## src/cmc_pkg.sv

```systemverilog
// Package for the CAN transceiver mode control block
package cmc_pkg;

  // Interface mode as commanded over the serial port
  typedef enum logic [0:0] {
    CMC_MODE_NORMAL = 1'b0,
    CMC_MODE_SLEEP  = 1'b1
  } cmc_mode_t;

  // System basis device modes seen by the interface
  typedef enum logic [2:0] {
    CMC_SYS_RESET       = 3'b000,
    CMC_SYS_NORM_REQ    = 3'b001,
    CMC_SYS_NORMAL      = 3'b010,
    CMC_SYS_STANDBY     = 3'b011,
    CMC_SYS_SLEEP       = 3'b100,
    CMC_SYS_STOP        = 3'b101
  } cmc_sys_t;

  // Driver states on the bus lines
  typedef enum logic [1:0] {
    CMC_BUS_FLOAT     = 2'b00,
    CMC_BUS_RECESSIVE = 2'b01,
    CMC_BUS_DOMINANT  = 2'b10,
    CMC_BUS_WEAK_GND  = 2'b11
  } cmc_bus_t;

  // Settings written by the serial port
  typedef struct packed {
    cmc_mode_t  mode;
    logic [1:0] slew;
    logic       wake_en;
  } cmc_cfg_t;

  // Status returned to the serial port
  typedef struct packed {
    logic       transmit_failure_flag;
    logic       bus_wake;
    logic       driver_off;
  } cmc_stat_t;

  localparam logic [1:0] CMC_SLEW_RESET    = 2'h0;
  localparam logic       CMC_WAKE_EN_RESET = 1'b0;

  // Clock and timing
  localparam int CMC_CLK_MHZ         = 200;
  localparam int CMC_TDOM_US         = 200;
  localparam int CMC_TDOM_CYC        = CMC_TDOM_US * CMC_CLK_MHZ;
  localparam int CMC_WK_PULSE_MIN_NS = 500;
  localparam int CMC_WK_PULSE_MIN_CYC = (CMC_WK_PULSE_MIN_NS * CMC_CLK_MHZ + 999) / 1000;
  localparam int CMC_WK_PULSE_MAX_US = 500;
  localparam int CMC_WK_PULSE_MAX_CYC = CMC_WK_PULSE_MAX_US * CMC_CLK_MHZ;
  localparam int CMC_WK_GAP_MAX_US   = 500;
  localparam int CMC_WK_GAP_MAX_CYC  = CMC_WK_GAP_MAX_US * CMC_CLK_MHZ;
  localparam int CMC_WK_WIN_US       = 1000;
  localparam int CMC_WK_WIN_CYC      = CMC_WK_WIN_US * CMC_CLK_MHZ;
  localparam int CMC_WK_PULSES       = 3;

endpackage : cmc_pkg

```

## src/cmc_wake_det.sv

```systemverilog
// Bus pattern wake-up detector: three valid dominant pulses within a window
`timescale 1ns/1ps
`default_nettype none
module cmc_wake_det #(
  parameter int PULSE_MIN = cmc_pkg::CMC_WK_PULSE_MIN_CYC,
  parameter int PULSE_MAX = cmc_pkg::CMC_WK_PULSE_MAX_CYC,
  parameter int GAP_MAX   = cmc_pkg::CMC_WK_GAP_MAX_CYC,
  parameter int WIN_MAX   = cmc_pkg::CMC_WK_WIN_CYC,
  parameter int NPULSE    = cmc_pkg::CMC_WK_PULSES
) (
  // Clock and reset
  input  wire logic core_clk_i,
  input  wire logic nrst_i,
  // Control
  input  wire logic enable_i,
  input  wire logic bus_dom_i,
  // Result
  output logic      wake_o
);
  import cmc_pkg::*;

  logic [31:0] pulse_cnt;
  logic [31:0] gap_cnt;
  logic [31:0] win_cnt;
  logic [1:0]  n_ok;
  logic        dom_q;
  logic        seen;
  logic        fall;
  logic        good;

  assign fall = dom_q && !bus_dom_i;
  assign good = (pulse_cnt > 32'(PULSE_MIN)) && (pulse_cnt < 32'(PULSE_MAX));

  always_ff @(posedge core_clk_i) begin
    if (!nrst_i || !enable_i) begin
      dom_q <= 1'b0;
    end else begin
      dom_q <= bus_dom_i;
    end
  end

  // Length of the current dominant pulse and of the recessive gap
  always_ff @(posedge core_clk_i) begin
    if (!nrst_i || !enable_i) begin
      pulse_cnt <= 32'h0000_0000;
      gap_cnt   <= 32'h0000_0000;
    end else if (bus_dom_i) begin
      pulse_cnt <= (pulse_cnt == 32'hFFFF_FFFF) ? pulse_cnt : pulse_cnt + 32'h0000_0001;
      gap_cnt   <= 32'h0000_0000;
    end else begin
      pulse_cnt <= 32'h0000_0000;
      gap_cnt   <= (gap_cnt == 32'hFFFF_FFFF) ? gap_cnt : gap_cnt + 32'h0000_0001;
    end
  end

  // Pulse tally; any invalid pulse, long gap or window overrun restarts it
  always_ff @(posedge core_clk_i) begin
    if (!nrst_i || !enable_i) begin
      n_ok    <= 2'h0;
      seen    <= 1'b0;
      win_cnt <= 32'h0000_0000;
      wake_o  <= 1'b0;
    end else begin
      wake_o <= 1'b0;
      if (seen) begin
        win_cnt <= win_cnt + 32'h0000_0001;
      end
      if (fall) begin
        if (good && !(seen && win_cnt >= 32'(WIN_MAX))) begin
          if (n_ok == 2'(NPULSE - 1)) begin
            wake_o  <= 1'b1; // RULE18
            n_ok    <= 2'h0;
            seen    <= 1'b0;
            win_cnt <= 32'h0000_0000;
          end else begin
            n_ok <= n_ok + 2'h1;
            if (!seen) begin
              seen    <= 1'b1;
              win_cnt <= pulse_cnt;
            end
          end
        end else begin
          n_ok    <= 2'h0;
          seen    <= 1'b0;
          win_cnt <= 32'h0000_0000;
        end
      end else if (seen && !bus_dom_i && gap_cnt >= 32'(GAP_MAX)) begin
        n_ok    <= 2'h0; // RULE18
        seen    <= 1'b0;
        win_cnt <= 32'h0000_0000;
      end
    end
  end

endmodule : cmc_wake_det
`default_nettype wire

```

## src/cmc_ctrl.sv

```systemverilog
// CAN transceiver mode control: modes, driver, receive pin, timeout, wake-up
`timescale 1ns/1ps
`default_nettype none

// How it works
// RULE1 - Two modes, normal and sleep, command only (code: also forced by system reset, normal-request, sleep and stop)
// RULE2 - Four slew settings selectable in normal mode
// RULE3 - Wake detection choice made before sleep
// RULE4 - Transmit high gives recessive bus bias
// RULE5 - Transmit low drives bus dominant
// RULE6 - Receive high recessive, low dominant
// RULE7 - Undriven transmit input counts as recessive
// RULE8 - Supply off forces receive output low
// RULE9 - Long dominant transmit switches driver off
// RULE10 - Controller keeps bit rate above sixty kbaud
// RULE11 - Off system modes: pins low, bus floating (code: weak ground in sleep mode, which sleep and stop force)
// RULE12 - Standby without ballast follows interface mode
// RULE13 - Reset defaults: normal mode, slew zero
// RULE14 - Low power disables drivers, weak ground
// RULE15 - Wake receiver only when enabled
// RULE16 - Leaving sleep restores recessive bus
// RULE17 - Sleep allowed with supply on or off
// RULE18 - Wake needs three valid pulses in window
// RULE19 - Failure flag latched until gone and read
// RULE20 - Driver returns when transmit goes high
// RULE21 - Settings apply at next control update
module cmc_ctrl #(
  parameter int TDOM_CYC = cmc_pkg::CMC_TDOM_CYC
) (
  // Clock and reset
  input  wire logic                  core_clk_i,
  input  wire logic                  nrst_i,
  // Serial port settings and status
  input  wire logic                  cfg_we_i,
  input  wire cmc_pkg::cmc_cfg_t     cfg_i,
  input  wire logic                  stat_rd_i,
  output cmc_pkg::cmc_cfg_t          cfg_o,
  output cmc_pkg::cmc_stat_t         stat_o,
  // System context
  input  wire cmc_pkg::cmc_sys_t     sys_mode_i,
  input  wire logic                  ballast_i,
  input  wire logic                  peripheral_supply_i,
  // Controller side pins
  input  wire logic                  tx_drv_i,
  input  wire logic                  tx_oe_i,
  output logic                       rx_o,
  output logic                       tx_level_o,
  // Bus side
  input  wire logic                  bus_dom_i,
  output cmc_pkg::cmc_bus_t          bus_o,
  output logic [1:0]                 slew_o,
  output logic                       wake_rx_en_o,
  output logic                       bus_wake_o
);
  import cmc_pkg::*;

  cmc_cfg_t  shadow;
  logic      shadow_new;
  logic      active;
  logic      sleep_pins_high;
  logic      tx_eff;
  logic      drv_off;
  logic [31:0] dom_cnt;
  logic      wake_pulse;
  logic      wake_en_eff;
  logic      next_tx_fail;
  cmc_bus_t  next_bus;
  logic      next_rx;
  logic      next_txl;

  // Pending serial write, applied on the following cycle
  always_ff @(posedge core_clk_i) begin
    if (!nrst_i) begin
      shadow     <= '{CMC_MODE_NORMAL, CMC_SLEW_RESET, CMC_WAKE_EN_RESET};
      shadow_new <= 1'b0;
    end else begin
      shadow_new <= cfg_we_i; // RULE21
      if (cfg_we_i) begin
        shadow <= cfg_i;
      end
    end
  end

  // Applied settings; reset restores defaults, normal-request restores default mode and slew but keeps wake_en
  always_ff @(posedge core_clk_i) begin
    if (!nrst_i) begin
      cfg_o <= '{CMC_MODE_NORMAL, CMC_SLEW_RESET, CMC_WAKE_EN_RESET}; // RULE13
    end else if (sys_mode_i == CMC_SYS_RESET || sys_mode_i == CMC_SYS_NORM_REQ) begin
      cfg_o <= '{CMC_MODE_NORMAL, CMC_SLEW_RESET, cfg_o.wake_en}; // RULE13
    end else if (sys_mode_i == CMC_SYS_SLEEP || sys_mode_i == CMC_SYS_STOP) begin
      cfg_o.mode <= CMC_MODE_SLEEP; // RULE11
      if (shadow_new) begin
        cfg_o.wake_en <= shadow.wake_en; // RULE3
        cfg_o.slew    <= shadow.slew;
      end
    end else if (shadow_new) begin
      cfg_o <= shadow; // RULE1 RULE2 RULE3 RULE17
    end
  end

  // Interface is powered for traffic only in these system modes
  always_comb begin
    active          = 1'b0;
    sleep_pins_high = 1'b0;
    unique case (sys_mode_i)
      CMC_SYS_NORMAL: begin
        active          = peripheral_supply_i && (cfg_o.mode == CMC_MODE_NORMAL);
        sleep_pins_high = peripheral_supply_i && (cfg_o.mode == CMC_MODE_SLEEP);
      end
      CMC_SYS_STANDBY: begin
        active          = !ballast_i && peripheral_supply_i
                          && (cfg_o.mode == CMC_MODE_NORMAL); // RULE12
        sleep_pins_high = !ballast_i && peripheral_supply_i
                          && (cfg_o.mode == CMC_MODE_SLEEP); // RULE12
      end
      default: begin
        active          = 1'b0; // RULE11
        sleep_pins_high = 1'b0;
      end
    endcase
  end

  // Pull-up: an undriven transmit pin reads high
  assign tx_eff = tx_oe_i ? tx_drv_i : 1'b1; // RULE7

  // Permanent dominant timer
  always_ff @(posedge core_clk_i) begin
    if (!nrst_i || !active || tx_eff) begin
      dom_cnt <= 32'h0000_0000;
      drv_off <= 1'b0; // RULE20
    end else if (dom_cnt >= 32'(TDOM_CYC - 1)) begin
      drv_off <= 1'b1; // RULE9
    end else begin
      dom_cnt <= dom_cnt + 32'h0000_0001;
    end
  end

  // Latched failure; a new fault wins over the read clear
  always_comb begin
    next_tx_fail = stat_o.transmit_failure_flag;
    if (stat_rd_i && !drv_off) begin
      next_tx_fail = 1'b0;
    end
    if (drv_off) begin
      next_tx_fail = 1'b1; // RULE19
    end
  end

  // Wake receiver runs only in low power with wake enabled
  assign wake_en_eff = (cfg_o.mode == CMC_MODE_SLEEP) && cfg_o.wake_en; // RULE15

  cmc_wake_det u_wake (
    .core_clk_i (core_clk_i),
    .nrst_i     (nrst_i),
    .enable_i   (wake_en_eff),
    .bus_dom_i  (bus_dom_i),
    .wake_o     (wake_pulse)
  );

  always_ff @(posedge core_clk_i) begin
    if (!nrst_i) begin
      stat_o <= '0;
    end else begin
      stat_o.transmit_failure_flag <= next_tx_fail;
      stat_o.driver_off            <= drv_off;
      if (wake_pulse) begin
        stat_o.bus_wake <= 1'b1;
      end else if (stat_rd_i && cfg_o.mode == CMC_MODE_NORMAL) begin
        stat_o.bus_wake <= 1'b0;
      end
    end
  end

  // Pin and bus state decode
  always_comb begin
    next_bus = CMC_BUS_FLOAT;
    next_rx  = 1'b0; // RULE8 RULE11
    next_txl = 1'b0;
    if (active) begin
      next_txl = tx_eff;
      next_rx  = !bus_dom_i; // RULE6
      if (!tx_eff && !drv_off) begin
        next_bus = CMC_BUS_DOMINANT; // RULE5
      end else begin
        next_bus = CMC_BUS_RECESSIVE; // RULE4 RULE16
      end
    end else if (sleep_pins_high) begin
      next_txl = 1'b1; // RULE12
      next_rx  = 1'b1;
      next_bus = CMC_BUS_WEAK_GND; // RULE14
    end else if (cfg_o.mode == CMC_MODE_SLEEP) begin
      next_bus = CMC_BUS_WEAK_GND; // RULE14
    end
  end

  always_ff @(posedge core_clk_i) begin
    if (!nrst_i) begin
      bus_o      <= CMC_BUS_FLOAT;
      rx_o       <= 1'b0;
      tx_level_o <= 1'b0;
    end else begin
      bus_o      <= next_bus;
      rx_o       <= next_rx;
      tx_level_o <= next_txl;
    end
  end

  always_ff @(posedge core_clk_i) begin
    if (!nrst_i) begin
      slew_o       <= CMC_SLEW_RESET;
      wake_rx_en_o <= 1'b0;
      bus_wake_o   <= 1'b0;
    end else begin
      slew_o       <= cfg_o.slew; // RULE2
      wake_rx_en_o <= wake_en_eff; // RULE15
      bus_wake_o   <= wake_pulse;
    end
  end

endmodule : cmc_ctrl
`default_nettype wire

```

## config.mk

```make
export PLATFORM = sky130hd
export DESIGN_NAME = cmc_ctrl
export DESIGN_NICKNAME = d
export VERILOG_FILES = /design/src/cmc_pkg.sv /design/src/cmc_wake_det.sv /design/src/cmc_ctrl.sv
export SDC_FILE = /design/constraint.sdc
export NUM_CORES = 1
export LEC_CHECK = 0
export ABC_AREA = 1
export BUFFER_PORTS_ARGS = -buffer_cell sky130_fd_sc_hd__buf_2
export CAP_MARGIN = 20
export CORE_MARGIN = 10
export CORE_UTILIZATION = 61
export DETAILED_ROUTE_END_ITERATION = 6
export PLACE_DENSITY = 0.79
export SETUP_SLACK_MARGIN = 0.3
export SLEW_MARGIN = 25
export SYNTH_ARGS = -nofsm -noshare
export SYNTH_HDL_FRONTEND = slang
export SYNTH_HIERARCHICAL = 1
export SYNTH_SLANG_ARGS = --single-unit
```

## constraint.sdc

```tcl
create_clock -name core_clk_i -period 4.7 [get_ports core_clk_i]
set_input_delay 0 -clock core_clk_i [delete_from_list [all_inputs] [get_ports core_clk_i]]
set_output_delay 0 -clock core_clk_i [all_outputs]
set_load 0.01 [all_outputs]
```

==> results.json <==
{
  "place_inst": 1494,
  "diodes": 0,
  "crit_arrival_ps": 3160,
  "synthesis.nets": 1334,
  "antenna_found_initial": 0,
  "hp-start": "sys_mode_i[0]",
  "avgRoutedWirePerCell_um": 13.3,
  "rsz0062_at_grt": "false",
  "cp.required_ps": 5000,
  "vias_per_cell": 5.26,
  "outcome": "finished clean",
  "end_kind": "register",
  "drive_gt1_frac": 0.0975,
  "cap_violations": 0,
  "p_leak_nw": 4.30,
  "ant_nets": 0,
  "cp.buffers_inverters": 2,
  "io_pins": 31,
  "r2r_slack_ps": 1840,
  "rows": 43,
  "tns_ps": 0,
  "r2r_cells": 7,
  "rr_endpoint": "u_wake/win_cnt[21]",
  "p_per_area_nw_per_um2": 289,
  "ys_warn_count": 6,
  "synth_edf_count": 0,
  "grt_max_degree": 34,
  "die_h_um": 139,
  "ctsHtreeMaxLevel": 4,
  "cts_tree": "yes",
  "regToRegStartpoint": "u_wake/seen",
  "synth_cell_types": 47,
  "crit_top_cell": "nand2_1",
  "netlist_instances": 1311,
  "cts-root-buf": "clkbuf_16",
  "clock_latency_ps": 430,
  "first_iter_violations": 706,
  "portBuffers": 30,
  "cp_slowest_cell": "dfxtp_1",
  "crit_type": "register to register",
  "initial_core_util": 0.621,
  "tightest_slew_ps": 804,
  "fin_nets": 1374,
  "path_max_fanout": 33,
  "timing.final.crit_share": 0.609,
  "overflow": 0,
  "firstDrtPassIters": 5,
  "startpoint": "u_wake/seen",
  "grt_pass1_wl_um": 34400,
  "track_usage": 0.208,
  "post-cts-setup-buffer-count": 0,
  "placed_area_um2": 8870,
  "ys_seq_elements": 154,
  "yosysSeqAreaShare": 0.357,
  "netlist_area_um2": 8620,
  "hp-class": "input port to register",
  "postLayoutCellArea_um2": 9660,
  "setup_viol": 0,
  "whs_path_depth": 4,
  "fmax_ghz": 0.349,
  "die_area_um2": 19300,
  "cp_cell_sequence": "inv_1, nor2_1, nand2_1, nand2_1, inv_1, nand2_1, nor2_1",
  "avgSynthCellArea_um2": 6.58,
  "first_global_vias": 7378,
  "cpLargestDelayFamily": "simple AND/OR/NAND/NOR gates",
  "final_cell_mix": "nand2_1, inv_1, nor2_1, dfxtp_1, nand3_1",
  "mostFrequentLayoutCell": "nand2_1",
  "synthFlopType": "dfxtp_1",
  "gp_congestion": 0.920,
  "core-area_um2": 13900,
  "cts.reportedPaths.clkPinSlew_ps": 70,
  "cp_slowest_stage_delay_ps": 640,
  "finalNonFillerCells": 1544,
  "drc": 0,
  "dp_hpwl_um": 14400,
  "slew-limit-headroom": 0.464,
  "fin_worst_skew_ps": 9.29,
  "worstSetupStartpointType": "register",
  "period_minus_slack_ps": 2860,
  "die_w_um": 139,
  "clock_path_buffers": 2,
  "clock_sinks": 154,
  "num_vias": 8126,
  "peakVddDrop_mv": 0.249,
  "cts_buffers": 17,
  "area_growth_pct": 12.0,
  "min_to": "tx_level_o",
  "routed_wirelength_um": 20500,
  "slew_violations": 0,
  "synth-async-reset-ratio": 0,
  "final_hold_viol_count": 0
}
## worst reg2reg max path: stages (launching register included)
cell	delay, ps
dfxtp_1	640
inv_1	520
nor2_1	220
nand2_1	430
nand2_1	490
inv_1	240
nand2_1	130
nor2_1	60
## flip-flops by register name, indices dropped and copies added, names as in the netlist, 2 cells and up
| register | count |
|---|---|
| cfg_o | 4 |
| u_wake/pulse_cnt | 32 |
| bus_o | 2 |
| u_wake/win_cnt | 32 |
| stat_o | 3 |
| u_wake/gap_cnt | 32 |
| slew_o | 2 |
| u_wake/n_ok | 2 |
| shadow | 4 |
| dom_cnt | 32 |
## Yosys cell counts, types with 11 or more instances
cell type	n	area, um2
nor3_1	48	240
nand3_1	62	310
xnor2_1	16	140
nand2_1	330	1240
nand3b_1	13	97.6
inv_1	186	698
xor2_1	46	403
o21ai_0	56	280
nand4_1	28	175
inv_2	11	41.3
clkbuf_1	17	63.8
a21oi_1	50	250
nor2_1	175	657
dfxtp_1	154	3080
nor2_2	12	75.1
o21ai_1	14	70.1
## report_power, final
part | internal (mW) | switching [mW] | leakage [nW]
registers | 1.31 | 0.00406 | 1.24
logic | 0.0222 | 0.0255 | 2.76
clock network | 0.846 | 0.581 | 0.300
## stage by stage
| step | worst slack [ps] | hold slack, ps | power (mW) | utilization |
|---|---|---|---|---|
| after floorplan | 3060 | 93.5 | 1.36 | - |
| after global placement | 1990 | 215 | 1.38 | 0.639 |
| after detailed placement | 1900 | 219 | 1.38 | 0.639 |
| after CTS | 1880 | 62.9 | 2.81 | 0.696 |
| after global routing | 1500 | 129 | 2.86 | 0.696 |
| final | 1840 | 67.6 | 2.79 | 0.696 |
## worst max-delay path by stage
stage | endpoint | slack, ps | cells past startpoint
finish | u_wake/win_cnt[21] | 1840 | 7
global route | u_wake/win_cnt[21] | 1500 | 7
floorplan | u_wake/pulse_cnt[12] | 3060 | 10
detailed placement | u_wake/seen | 1900 | 6
CTS | u_wake/seen | 1880 | 6
global placement | u_wake/seen | 1990 | 6
## cells by family (layout without fill, tap and decap cells)
kind of cell / Yosys count / after routing / share of synthesized area
XOR/XNOR: 62 / 62 / 0.0630
AO/OA/AOI/OAI: 135 / 135 / 0.0828
adder cells (fa/ha/maj): 7 / 7 / 0.0102
buffers and inverters: 228 / 281 / 0.104
flip-flops: 154 / 154 / 0.357
AND/OR/NAND/NOR: 725 / 725 / 0.383
## cell type report
cell class	instances	area (um2)
Clock buffer	17	425
Clock inverter	15	186
Fill cell	1155	4220
Inverter	198	743
Multi-Input combinational cell	929	4640
Sequential cell	154	3080
Tap cell	180	225
Timing Repair Buffer	51	353
## routing by layer
layer	track usage	vias up	wire length, um
met1	0.275	3671	9600
met5	0	-	0
met4	0.0632	0	299
li1	-	4184	-
met3	0.0438	32	1170
met2	0.330	239	9410
## what timing repair did
action / in CTS / in global routing
resized for setup: 0 / 0
endpoints found under the hold margin: 19 / 0
hold buffers: 18 / 0
(Power assumes the default switching activity.)
